==> src/rtl/crcp_pkg.sv <==
package crcp_pkg;
  localparam int unsigned CRCP_DATA_W = 32;
  localparam int unsigned CRCP_HALF_W = 16;
  localparam int unsigned CRCP_FIELD_W = 5;
  // register byte offsets on the bus
  localparam logic [7:0] CRCP_OFF_CON1 = 8'h00;
  localparam logic [7:0] CRCP_OFF_CON2 = 8'h04;
  localparam logic [7:0] CRCP_OFF_XORL = 8'h08;
  localparam logic [7:0] CRCP_OFF_XORH = 8'h0C;
  localparam logic [7:0] CRCP_OFF_DATL = 8'h10;
  localparam logic [7:0] CRCP_OFF_DATH = 8'h14;
  localparam logic [7:0] CRCP_OFF_WDATL = 8'h18;
  localparam logic [7:0] CRCP_OFF_WDATH = 8'h1C;
  // control/status field positions
  localparam int unsigned CRCP_EN_BIT = 15;
  localparam int unsigned CRCP_IDLE_BIT = 13;
  localparam int unsigned CRCP_CNT_LSB = 8;
  localparam int unsigned CRCP_FULL_BIT = 7;
  localparam int unsigned CRCP_EMPTY_BIT = 6;
  localparam int unsigned CRCP_ISEL_BIT = 5;
  localparam int unsigned CRCP_RUN_BIT = 4;
  localparam int unsigned CRCP_LSBF_BIT = 3;
  // second control register field positions
  localparam int unsigned CRCP_DW_LSB = 8;
  localparam int unsigned CRCP_PL_LSB = 0;
  // fifo depth per data width
  localparam logic [4:0] CRCP_DEPTH_WIDE = 5'h04;
  localparam logic [4:0] CRCP_DEPTH_MID = 5'h08;
  localparam logic [4:0] CRCP_DEPTH_NARROW = 5'h10;
  localparam logic [4:0] CRCP_DW_MID_MIN = 5'h08;
  localparam logic [4:0] CRCP_DW_WIDE_MIN = 5'h10;
  localparam logic [4:0] CRCP_DW_SPLIT = 5'h0F;
  localparam logic [31:0] CRCP_ALL_ONES = 32'hFFFFFFFF;
endpackage

==> src/rtl/crcp_stream_if.sv <==
`timescale 1ns/1ps
`default_nettype none
interface crcp_stream_if #(parameter int unsigned W = 32);
  logic valid;
  logic ready;
  logic more;
  logic [W-1:0] data;
  modport src (output valid, output data, output more, input ready);
  modport snk (input valid, input data, input more, output ready);
endinterface
`default_nettype wire

==> src/rtl/crcp_engine.sv <==
`timescale 1ns/1ps
`default_nettype none
// Functional notes
// - shift-order bit clear feeds MSb first; set feeds LSb first.
// - LSb-first changes only input order; result stays a normal CRC.
// - irq select 0: interrupt when word count goes from 1 to 0.
// - irq select 1: interrupt when hardware loads the last word and clears shift-run.
// - software clearing shift-run gives no interrupt.
// - after that interrupt, shifting goes on (width field+2)/2 more cycles.
// - two-half input pair and two-half result pair exist.
// - fifo depth 4 for width field >15, 8 for 8..15, 16 below 8.
// - word count rises when the width's MSb half is written.
// - shift while run set and words exist, up to two bits per cycle.
// - module enable low empties the fifo and holds count at zero.
module crcp_engine
  import crcp_pkg::*;
#(
  parameter int unsigned MAX_DEPTH = 16
) (
  input wire logic pclk,
  input wire logic presetn,
  input wire logic psel,
  input wire logic penable,
  input wire logic pwrite,
  input wire logic [7:0] paddr,
  input wire logic [31:0] pwdata,
  output logic [31:0] prdata,
  output logic pready,
  output logic pslverr,
  input wire logic cpu_idle,
  output logic crc_irq
);
  logic en_q, en_d, idle_q, idle_d, isel_q, isel_d;
  logic run_q, run_d, lsbf_q, lsbf_d;
  logic [4:0] dw_q, dw_d, pl_q, pl_d;
  logic [31:0] poly_q, poly_d, crc_q, crc_d, sh_q, sh_d;
  logic [15:0] dlo_q, dlo_d, dhi_q, dhi_d;
  logic [31:0] mem_q [MAX_DEPTH];
  logic [31:0] mem_d [MAX_DEPTH];
  logic [3:0] wp_q, wp_d, rp_q, rp_d;
  logic [4:0] cnt_q, cnt_d;
  logic [5:0] rem_q, rem_d;
  logic [31:0] prdata_q, prdata_d;
  logic pslverr_q, pslverr_d, irq_q, irq_d;
  logic wr, setup, halt, full, push, pop, load, mapped;
  logic [31:0] rd_val;

  crcp_stream_if #(.W(32)) f2b ();
  crcp_stream_if #(.W(32)) b2s ();

  crcp_buf2 #(.W(32)) u_buf (
    .pclk(pclk),
    .presetn(presetn),
    .flush(!en_q),
    .up(f2b.snk),
    .dn(b2s.src)
  );

  // depth follows the configured data width
  function automatic logic [4:0] depth_of(input logic [4:0] dw);
    if (dw >= CRCP_DW_WIDE_MIN) begin
      return CRCP_DEPTH_WIDE;
    end else if (dw >= CRCP_DW_MID_MIN) begin
      return CRCP_DEPTH_MID;
    end else begin
      return CRCP_DEPTH_NARROW;
    end
  endfunction

  // one non-direct step: data enters at bit 0 and bit pl feeds back, so
  // software must flush length+1 zero bits through to get the final crc
  function automatic logic [31:0] crc_bit(input logic [31:0] crc,
      input logic [31:0] poly, input logic [4:0] pl, input logic din);
    logic fb;
    logic [31:0] nx;
    fb = crc[pl];
    nx = {crc[30:0], din};
    if (fb) begin
      nx = nx ^ {poly[31:1], 1'b1};
    end
    return nx & (CRCP_ALL_ONES >> (5'd31 - pl));
  endfunction

  // data bit taken from the word, by order; crc math is unchanged
  function automatic logic pick_bit(input logic [31:0] sh,
      input logic [4:0] dw, input logic lsbf);
    return lsbf ? sh[0] : sh[dw];
  endfunction

  function automatic logic [31:0] drop_bit(input logic [31:0] sh,
      input logic lsbf);
    return lsbf ? {1'b0, sh[31:1]} : {sh[30:0], 1'b0};
  endfunction

  assign wr = psel && penable && pwrite;
  assign setup = psel && !penable;
  assign halt = idle_q && cpu_idle;
  assign full = (cnt_q >= depth_of(dw_q));
  assign f2b.valid = (cnt_q != 5'h00) && en_q && run_q && !halt;
  assign f2b.data = mem_q[rp_q];
  assign f2b.more = 1'b0;
  assign pop = f2b.valid && f2b.ready;
  // a new word enters only when the shifter is free
  assign load = b2s.valid && b2s.ready;
  assign b2s.ready = (rem_q == 6'h00) && run_q && en_q && !halt;

  // bus decode and read mux; status fields are hardware owned
  always_comb begin
    mapped = 1'b1;
    rd_val = '0;
    case (paddr)
      CRCP_OFF_CON1: begin
        rd_val[CRCP_EN_BIT] = en_q;
        rd_val[CRCP_IDLE_BIT] = idle_q;
        rd_val[CRCP_CNT_LSB +: CRCP_FIELD_W] = cnt_q;
        rd_val[CRCP_FULL_BIT] = full;
        rd_val[CRCP_EMPTY_BIT] = (cnt_q == 5'h00);
        rd_val[CRCP_ISEL_BIT] = isel_q;
        rd_val[CRCP_RUN_BIT] = run_q;
        rd_val[CRCP_LSBF_BIT] = lsbf_q;
      end
      CRCP_OFF_CON2: begin
        rd_val[CRCP_DW_LSB +: CRCP_FIELD_W] = dw_q;
        rd_val[CRCP_PL_LSB +: CRCP_FIELD_W] = pl_q;
      end
      CRCP_OFF_XORL: rd_val[15:0] = {poly_q[15:1], 1'b0};
      CRCP_OFF_XORH: rd_val[15:0] = poly_q[31:16];
      CRCP_OFF_DATL: rd_val[15:0] = dlo_q;
      CRCP_OFF_DATH: rd_val[15:0] = dhi_q;
      CRCP_OFF_WDATL: rd_val[15:0] = crc_q[15:0];
      CRCP_OFF_WDATH: rd_val[15:0] = crc_q[31:16];
      default: mapped = 1'b0;
    endcase
  end

  // next state of registers, fifo, shifter and interrupt
  always_comb begin
    en_d = en_q;
    idle_d = idle_q;
    isel_d = isel_q;
    run_d = run_q;
    lsbf_d = lsbf_q;
    dw_d = dw_q;
    pl_d = pl_q;
    poly_d = poly_q;
    dlo_d = dlo_q;
    dhi_d = dhi_q;
    crc_d = crc_q;
    sh_d = sh_q;
    rem_d = rem_q;
    mem_d = mem_q;
    wp_d = wp_q;
    rp_d = rp_q;
    irq_d = 1'b0;
    push = 1'b0;
    prdata_d = setup ? rd_val : prdata_q;
    pslverr_d = setup ? !mapped : pslverr_q;
    // shifter: up to two bits per cycle, finishes its word even if run drops
    if (rem_q != 6'h00 && !halt) begin
      crc_d = crc_bit(crc_q, poly_q, pl_q, pick_bit(sh_q, dw_q, lsbf_q));
      sh_d = drop_bit(sh_q, lsbf_q);
      rem_d = rem_q - 6'd1;
      if (rem_q != 6'd1) begin
        crc_d = crc_bit(crc_d, poly_q, pl_q, pick_bit(sh_d, dw_q, lsbf_q));
        sh_d = drop_bit(sh_d, lsbf_q);
        rem_d = rem_q - 6'd2;
      end
    end
    if (load) begin
      sh_d = b2s.data;
      rem_d = {1'b0, dw_q} + 6'd1;
      // last word taken: hardware ends the run, the word still shifts out
      if (isel_q && cnt_q == 5'h00 && !b2s.more) begin
        run_d = 1'b0;
        irq_d = 1'b1;
      end
    end
    if (pop) begin
      rp_d = rp_q + 4'd1;
    end
    // software writes; clearing shift-run never raises the interrupt
    if (wr) begin
      case (paddr)
        CRCP_OFF_CON1: begin
          en_d = pwdata[CRCP_EN_BIT];
          idle_d = pwdata[CRCP_IDLE_BIT];
          isel_d = pwdata[CRCP_ISEL_BIT];
          run_d = pwdata[CRCP_RUN_BIT];
          lsbf_d = pwdata[CRCP_LSBF_BIT];
        end
        CRCP_OFF_CON2: begin
          dw_d = pwdata[CRCP_DW_LSB +: CRCP_FIELD_W];
          pl_d = pwdata[CRCP_PL_LSB +: CRCP_FIELD_W];
        end
        CRCP_OFF_XORL: poly_d[15:1] = pwdata[15:1];
        CRCP_OFF_XORH: poly_d[31:16] = pwdata[15:0];
        CRCP_OFF_DATL: begin
          dlo_d = pwdata[15:0];
          push = (dw_q <= CRCP_DW_SPLIT);
        end
        CRCP_OFF_DATH: begin
          dhi_d = pwdata[15:0];
          push = (dw_q > CRCP_DW_SPLIT);
        end
        CRCP_OFF_WDATL: crc_d[15:0] = pwdata[15:0];
        CRCP_OFF_WDATH: crc_d[31:16] = pwdata[15:0];
        default: ;
      endcase
    end
    // a write to a full fifo is dropped
    push = push && !full && en_q;
    if (push) begin
      mem_d[wp_q] = {dhi_d, dlo_d};
      wp_d = wp_q + 4'd1;
    end
    cnt_d = cnt_q + {4'h0, push} - {4'h0, pop};
    // only a real fall from one to zero; a refill in the same cycle is not
    if (!isel_q && cnt_q == 5'h01 && cnt_d == 5'h00) begin
      irq_d = 1'b1;
    end
    // disabled: pointers, shifter and result reset
    if (!en_q) begin
      wp_d = 4'h0;
      rp_d = 4'h0;
      cnt_d = 5'h00;
      rem_d = 6'h00;
      crc_d = '0;
      dhi_d = '0;
      irq_d = 1'b0;
    end
  end

  always_ff @(posedge pclk or negedge presetn) begin
    if (!presetn) begin
      en_q <= 1'b0;
      idle_q <= 1'b0;
      isel_q <= 1'b0;
      run_q <= 1'b0;
      lsbf_q <= 1'b0;
      dw_q <= '0;
      pl_q <= '0;
      poly_q <= '0;
      dlo_q <= '0;
      dhi_q <= '0;
      crc_q <= '0;
      sh_q <= '0;
      rem_q <= '0;
      mem_q <= '{default: '0};
      wp_q <= '0;
      rp_q <= '0;
      cnt_q <= '0;
      prdata_q <= '0;
      pslverr_q <= 1'b0;
      irq_q <= 1'b0;
    end else begin
      en_q <= en_d;
      idle_q <= idle_d;
      isel_q <= isel_d;
      run_q <= run_d;
      lsbf_q <= lsbf_d;
      dw_q <= dw_d;
      pl_q <= pl_d;
      poly_q <= poly_d;
      dlo_q <= dlo_d;
      dhi_q <= dhi_d;
      crc_q <= crc_d;
      sh_q <= sh_d;
      rem_q <= rem_d;
      mem_q <= mem_d;
      wp_q <= wp_d;
      rp_q <= rp_d;
      cnt_q <= cnt_d;
      prdata_q <= prdata_d;
      pslverr_q <= pslverr_d;
      irq_q <= irq_d;
    end
  end

  // zero wait states: data was captured in the setup cycle
  assign pready = 1'b1;
  assign prdata = prdata_q;
  assign pslverr = pslverr_q && psel && penable;
  assign crc_irq = irq_q;
endmodule // crcp_engine
`default_nettype wire

==> src/rtl/crcp_buf2.sv <==
`timescale 1ns/1ps
`default_nettype none
// two-entry buffer between the word fifo and the shifter
module crcp_buf2 #(
  parameter int unsigned W = 32
) (
  input wire logic pclk,
  input wire logic presetn,
  input wire logic flush,
  crcp_stream_if.snk up,
  crcp_stream_if.src dn
);
  logic [W-1:0] mem_q [2];
  logic [W-1:0] mem_d [2];
  logic wp_q, wp_d, rp_q, rp_d;
  logic [1:0] cnt_q, cnt_d;
  logic push, pop;

  assign up.ready = (cnt_q != 2'h2);
  assign dn.valid = (cnt_q != 2'h0);
  assign dn.data = mem_q[rp_q];
  assign dn.more = (cnt_q == 2'h2);
  assign push = up.valid && up.ready;
  assign pop = dn.valid && dn.ready;

  // next state; a flush drops both entries
  always_comb begin
    mem_d = mem_q;
    wp_d = wp_q;
    rp_d = rp_q;
    cnt_d = cnt_q;
    if (flush) begin
      wp_d = 1'b0;
      rp_d = 1'b0;
      cnt_d = 2'h0;
    end else begin
      if (push) begin
        mem_d[wp_q] = up.data;
        wp_d = ~wp_q;
      end
      if (pop) begin
        rp_d = ~rp_q;
      end
      cnt_d = cnt_q + {1'b0, push} - {1'b0, pop};
    end
  end

  always_ff @(posedge pclk or negedge presetn) begin
    if (!presetn) begin
      mem_q[0] <= '0;
      mem_q[1] <= '0;
      wp_q <= 1'b0;
      rp_q <= 1'b0;
      cnt_q <= 2'h0;
    end else begin
      mem_q <= mem_d;
      wp_q <= wp_d;
      rp_q <= rp_d;
      cnt_q <= cnt_d;
    end
  end
endmodule // crcp_buf2
`default_nettype wire

==> config.mk <==
export PLATFORM = sky130hd
export DESIGN_NAME = crcp_engine
export DESIGN_NICKNAME = d
export VERILOG_FILES = /design/src/rtl/crcp_pkg.sv /design/src/rtl/crcp_stream_if.sv /design/src/rtl/crcp_engine.sv /design/src/rtl/crcp_buf2.sv
export SDC_FILE = /design/constraint.sdc
export NUM_CORES = 2
export LEC_CHECK = 0
export ABC_AREA = 1
export BUFFER_PORTS_ARGS = -buffer_cell sky130_fd_sc_hd__buf_4
export CAP_MARGIN = 20
export CELL_PAD_IN_SITES_DETAIL_PLACEMENT = 0
export CELL_PAD_IN_SITES_GLOBAL_PLACEMENT = 1
export CORE_ASPECT_RATIO = 0.9
export CORE_MARGIN = 4
export CORE_UTILIZATION = 51
export CTS_BUF_LIST = sky130_fd_sc_hd__clkbuf_8 sky130_fd_sc_hd__clkbuf_16
export DETAILED_ROUTE_END_ITERATION = 10
export PLACE_DENSITY = 0.95
export SYNTH_ARGS = -nofsm -noshare
export SYNTH_HDL_FRONTEND = slang
export SYNTH_SLANG_ARGS = --single-unit
==> constraint.sdc <==
create_clock -name pclk -period 5.5 [get_ports pclk]
set_input_delay 0.275 -clock pclk [delete_from_list [all_inputs] [get_ports pclk]]
set_output_delay 0.275 -clock pclk [all_outputs]
set_load 0.01 [all_outputs]
; After elaboration in Yosys (flattened, before gate mapping)
; Index checks and enable logic that the tools add are counted.
; W data, S select, Z words.
[totals]
input_bits = 46
elab_cells = 210
reg_bits = 759
[op_classes]
mux = 77
addsub = 10
n_lt_le_gt_ge = 13
shift = 1
reduce_logical = 43
eq_ne = 15
bitwise_logic = 10
[ops]
columns = op, n
row1 = $mux W32, 21
row2 = $bwmux W512, 1
row3 = $bmux W32 S4, 1
row4 = $demux W32 S4, 1
row5 = $mux W16, 7
row6 = $and A32 B32 Y32, 2
row7 = $bwmux W64, 1
row8 = $xor A32 B32 Y32, 2
row9 = $pmux W3 S7, 2
row10 = $pmux W5 S8, 1
row11 = $demux W32 S1, 1
row12 = $eq A8 B5 Y1 const B, 4
row13 = $shr A32 B5 Y32 const A, 1
row14 = $mux W6, 4
row15 = $logic_and A1 B1 Y1, 23
row16 = $bmux W1 S5, 4
row17 = $mux W1, 20
row18 = $eq A8 B4 Y1 const B, 2
row19 = $mux W4, 4
row20 = $pmux W2 S8, 1
row21 = $ge A5 B5 Y1 const B, 3
row22 = $mux W5, 3
row23 = $pmux W1 S7, 2
row24 = $lt A5 B6 Y1 const B, 2
row25 = 38 further kinds, 56

; Longest topological paths before layout
[logic_depth]
ltp_word = 18
ltp_mapped = 28
depth_no_buf = 24

; Modules after synthesis
; From an unflattened synthesis, not the netlist that was laid out.
[unflattened]
cells_unflattened = 4972
area_unflattened_um2 = 38758.4
[by_module_without_submodules]
columns = mod, area_each_um2, n_inst, cells_per_inst
row1 = crcp_engine, 35460.3, 1, 4551
row2 = crcp_buf2, 3298.2, 1, 421

; Least setup slack after synthesis
; Ideal clock, no wire load.
[synth_path]
kind = input-to-reg
from = in paddr[7]
to = reg irq_q, in the netlist crc_irq
t_arrival_ns = 3.346
stages = 21
setup_ns = 0.078
path_slack_ns = 2.076
path_cell_list = nor2_1 > inv_1 > nor2_1 > inv_1 > nor2_1 > inv_1 > nor2_1 > clkbuf_1 > inv_1 > o21ai_0 > nand4_1 > ha_1 > inv_1 > ha_1 > fa_1 > a21oi_1 > nor2_1 > nor2_1 > xor2_1 > nand3_1 > a21oi_1
[synth_via]
elab_chain_len = 11
[synth_rtl]
columns = element, line
row1 = from (decl), crcp_engine.sv:25  ; input wire logic [7:0] paddr,
row2 = $eq A8 B5 Y1, crcp_engine.sv:183  ; case (paddr)
row3 = $pmux W1 S2 (*), crcp_engine.sv:183
row4 = $mux W1 (*), crcp_engine.sv:182  ; if (wr) begin
row5 = $logic_and A1 B1 Y1 (*) (2 in series), crcp_engine.sv:211  ; push = push && !full && en_q;
row6 = $add A5 B1 Y5 (*), crcp_engine.sv:216  ; cnt_d = cnt_q + {4'h0, push} - {4'h0, pop};
row7 = $sub A5 B1 Y5 (*), crcp_engine.sv:216
row8 = $logic_not A5 Y1 (*), crcp_engine.sv:218  ; if (!isel_q && cnt_q == 5'h01 && cnt_d == 5'h00) begin
row9 = $logic_and A1 B1 Y1 (*), crcp_engine.sv:218
row10 = $mux W1 (*), crcp_engine.sv:218
row11 = $mux W1 (*), crcp_engine.sv:222  ; if (!en_q) begin
row12 = net irq_d, crcp_engine.sv:44  ; logic pslverr_q, pslverr_d, irq_q, irq_d;
row13 = to (signal assigned), crcp_engine.sv:275  ; irq_q <= irq_d;
row14 = to (decl), crcp_engine.sv:44
; Mark *: on every way through the listed nets, which the timed path passes. The rest lies on a longest branch.
; A chain may end at the register's enable or synchronous reset.

; Worst setup path in the final report
[layout_path]
from = reg pl_q[1]
to = reg crc_q[31]
[layout_via]
elab_chain_len = 16
[layout_rtl]
columns = element, line
row1 = from (decl), crcp_engine.sv:35  ; logic [4:0] dw_q, dw_d, pl_q, pl_d;
row2 = from (signal assigned), crcp_engine.sv:262  ; pl_q <= pl_d;
row3 = "parallel branches: the longest is 11 deep, another holds $sub A5 B5 Y5", -
row4 = $mux W32 (*), crcp_engine.sv:163  ; if (rem_q != 6'd1) begin
row5 = $mux W32 (*), crcp_engine.sv:159  ; if (rem_q != 6'h00 && !halt) begin
row6 = $mux W16, crcp_engine.sv:183
row7 = $mux W32 (*), crcp_engine.sv:182
row8 = $mux W32 (*), crcp_engine.sv:222
row9 = net crc_d[31], crcp_engine.sv:36  ; logic [31:0] poly_q, poly_d, crc_q, crc_d, sh_q, sh_d;
row10 = to (signal assigned), crcp_engine.sv:266  ; crc_q <= crc_d;
row11 = to (decl), crcp_engine.sv:36
; Mark *: on every way through the listed nets, which the timed path passes. The select of a mux whose other input is x is not followed.

==> impl_metrics.tcl <==
set metrics [dict create \
    path_class "reg -> reg" \
    finalClockSkew_ns 0.0300 \
    first_pass_iters 6 \
    yosys_warnings 0 \
    cts-root-buf "clkbuf_16" \
    synth-xor-area-share_pct 1.57 \
    tns_ns 0 \
    dpl_cell_area_um2 39000 \
    ys_types 56 \
    cts_hold_buf 20 \
    grt_pass1_wl_mm 191 \
    worst-endpoint-required_ns 6.06 \
    insertion_delay_ns 0.66 \
    dieArea_um2 79100 \
    n_fill_cell 6602 \
    cts_buffer_depth 3 \
    grt_max_degree 171 \
    io_pins 81 \
    area_growth_pct 10.8 \
    setup_viol 0 \
    antenna_found_initial 5 \
    synth_top_family_by_area "compound AO/OA/AOI/OAI gates" \
    place_hpwl_mm 74.0 \
    fmax_mhz 228 \
    cp-end-kind "flop" \
    hold_path_class "in -> async" \
    drive_above_1_share_pct 6.74 \
    synth-adder-area-share_pct 0.809 \
    ir_drop_uv 283 \
    cts_made_buffers 79 \
    first_iter_violations 4237 \
    reg2reg_slack_ns 1.12 \
    synth-seq-cells 759 \
    relSlewSlack_pct 20.7 \
    seqCellArea_um2 19000 \
    cts_tree "yes" \
    antenna_left 0 \
    vias 34400 \
    slew_violations 0 \
    synth_mux_area_share_pct 0.713 \
    crit_fanout 35 \
    hold_slack_ns 0.178 \
    routed_via_density 6.06 \
    die_h_um 267 \
    worst_slew_pin_slew_ns 1.19 \
    post-route-period-util_pct 79.7 \
    grt_usage_pct 31.0 \
    cts_setup_buffers 0 \
    fp.coreArea_um2 73500 \
    crit_path_start_kind "flop" \
    synthFlopType "dfrtp_1" \
    power_mw 15.8 \
    rows 94 \
    power.density_nw_per_um2 375 \
    grt_overflow_total 0 \
    synthCells 4764 \
    rsz0062_at_grt "false" \
    routabilityCongestion 0.959 \
    synth_simple_gate_area_share_pct 18.8 \
    post_cts_resized 0 \
    critPathArrivalTime_ns 4.94 \
    finalNonFillerCells 5667 \
    dieWidth_um 296 \
    cap_violations 0 \
    cts.clk_slew.worst_paths_ns 0.06 \
    multi_input_area_um2 16700 \
    post-route-min-period_ns 4.38 \
    layout.nets 4709 \
    netlist_top_cells_area "dfrtp_1 50%, nand2_1 11%, o21ai_0 11%, nor2_1 4.1%, a21oi_1 3.4%" \
    synth_top_cell_by_area "dfrtp_1" \
    first_global_vias 31900 \
    synth-compound-area-share_pct 21.6 \
    drc_errors 0 \
    synth_top_area_share_pct 49.9 \
    synth_area_per_cell_um2 7.99 \
    ys_seq_area_share_pct 49.9 \
    routedWlPerCell_um 21.8 \
    status "finished, final reports clean" \
    io_buffers 47 \
    finalHoldViolations 0 \
    p_leak_nw 19.1 \
    synthArstFlopShare_pct 100 \
    synth_area_um2 38100 \
    htree_levels 3 \
    synth_edf_count 0 \
    dp.cells 5493 \
    numClockSinks 759 \
    start_util_pct 51.8 \
    finalInstanceArea_um2 42200 \
    routed_wl_mm 124 \
]
area by class of cell:
type / count / share of cell area, %
inverters: 244 / 2.20
clock buffers: 97 / 5.36
flip-flops and latches: 759 / 45.1
clock inverters: 48 / 1.47
well taps: 960 / 2.85
multi-input cells: 3402 / 39.7
diodes: 4 / 0.0237
repair buffers: 153 / 3.33
routing by layer:
| metal | GRT usage, % | vias to the layer above | routed length (um) |
|---|---|---|---|
| li1 | - | 15800 | - |
| met1 | 44.5 | 16600 | 52800 |
| met2 | 46.0 | 1702 | 53200 |
| met3 | 7.16 | 304 | 13100 |
| met4 | 12.1 | 2 | 4650 |
| met5 | 0 | - | 13 |
where the power goes:
group	total, mW	switching, mW	internal (mW)
Clock	5.90	2.36	3.53
Sequential	6.22	0.296	5.93
Combinational	3.70	2.56	1.14
Total	15.8	5.22	10.6
worst max-delay path: stages (launching register included):
cell,delay (ns)
dfrtp_1,0.88
inv_4,0.21
nor2_4,0.31
nand2_1,0.09
nand2_1,0.07
nor2_1,0.04
nor2_1,0.13
nor2_2,0.07
nand2_4,0.29
nand2_4,0.34
nand2_1,0.15
nand3_1,0.19
nand2_1,0.11
nand2_1,0.05
nor2_1,0.12
nor2_1,0.06
nor2_1,0.13
nand2_1,0.08
nand2_2,0.10
nand2_4,0.27
nand2_1,0.14
nand2_1,0.05
o21ai_0,0.17
nand2_1,0.08
a21oi_1,0.12
per-stage QoR:
step	setup slack, ns	utilization, %
finish	1.12	57.4
floorplan	2.08	-
global route	0.861	57.3
global placement	1.28	53.0
detailed placement	1.28	53.0
CTS	1.25	57.2
flip-flops by register name, summed over array words and instances (netlist names), 2 cells and up:
register and flops:
dlo_q 16, poly_q 31, dhi_q 16, rp_q 4, pl_q 5, u_buf.mem_q 64, u_buf.cnt_q 2, crc_q 32
mem_q 512, wp_q 4, rem_q 6, dw_q 5, cnt_q 5, sh_q 32, prdata 16
cells in the mapped netlist, drive strengths merged (2+ instances only):
master / instances
inv: 242
o21ai: 889
a221oi: 91
a21oi: 260
o21a: 18
o22ai: 89
nand3b: 6
a211oi: 3
nor3: 8
nand2: 1157
a2111oi: 5
dfrtp: 759
ha: 23
nand4: 7
nand3: 182
buf: 69
a31oi: 68
clkbuf: 305
a221o: 2
o2111ai: 4
a21o: 5
nor2: 419
xnor2: 31
conb: 2
xor2: 37
o32ai: 2
clkinv: 2
and2: 3
o211ai: 27
mux2i: 26
o221ai: 13
nor4: 2
cell usage in the layout, fill, tap and decap left out, types with 5 or more instances in the layout:
master,count
clkbuf_8,15
o22ai_1,89
nand3_1,162
dlygate4sd3_1,20
a31oi_1,68
o221ai_1,13
dfrtp_1,753
o21ai_1,50
mux2i_1,26
buf_12,11
o21a_1,18
nor3_1,8
nor2_1,414
clkinv_2,10
o21ai_0,839
nand4_1,7
buf_4,116
nand3_2,6
xnor2_1,31
a221oi_1,91
clkbuf_16,82
nand3b_1,5
ha_1,23
inv_2,7
o211ai_1,27
xor2_1,37
nand2_1,1148
inv_1,249
nand2_2,5
nand3_4,14
bufinv_16,13
conb_1,17
a21oi_1,257
dfrtp_2,5
a21o_1,5
worst paths after layout:
| path | from | to | depth (start not counted) |
|---|---|---|---|
| worst min-delay path | presetn | crc_q[27] | 2 |
| min in group pclk | cpu_idle | crc_irq | 6 |
| worst max register to register | pl_q[1] | crc_q[31] | 24 |
| worst max-delay path | pl_q[1] | crc_q[31] | 24 |
| worst min register to register | mem_q[196] | mem_q[196] | 2 |
| max in group asynchronous | presetn | mem_q[239] | 3 |
logic make-up (layout without fill, tap and decap cells):
kind of cell / count (synthesis) / after routing
buf+inv: 618 / 542
flops: 759 / 759
xor+xnor: 68 / 68
other cells: 2 / 21
fa+ha+maj: 24 / 24
simple gates: 1784 / 1784
mux: 27 / 27
compound gates: 1482 / 1482
Note: power is estimated with default switching activity, not from simulation.
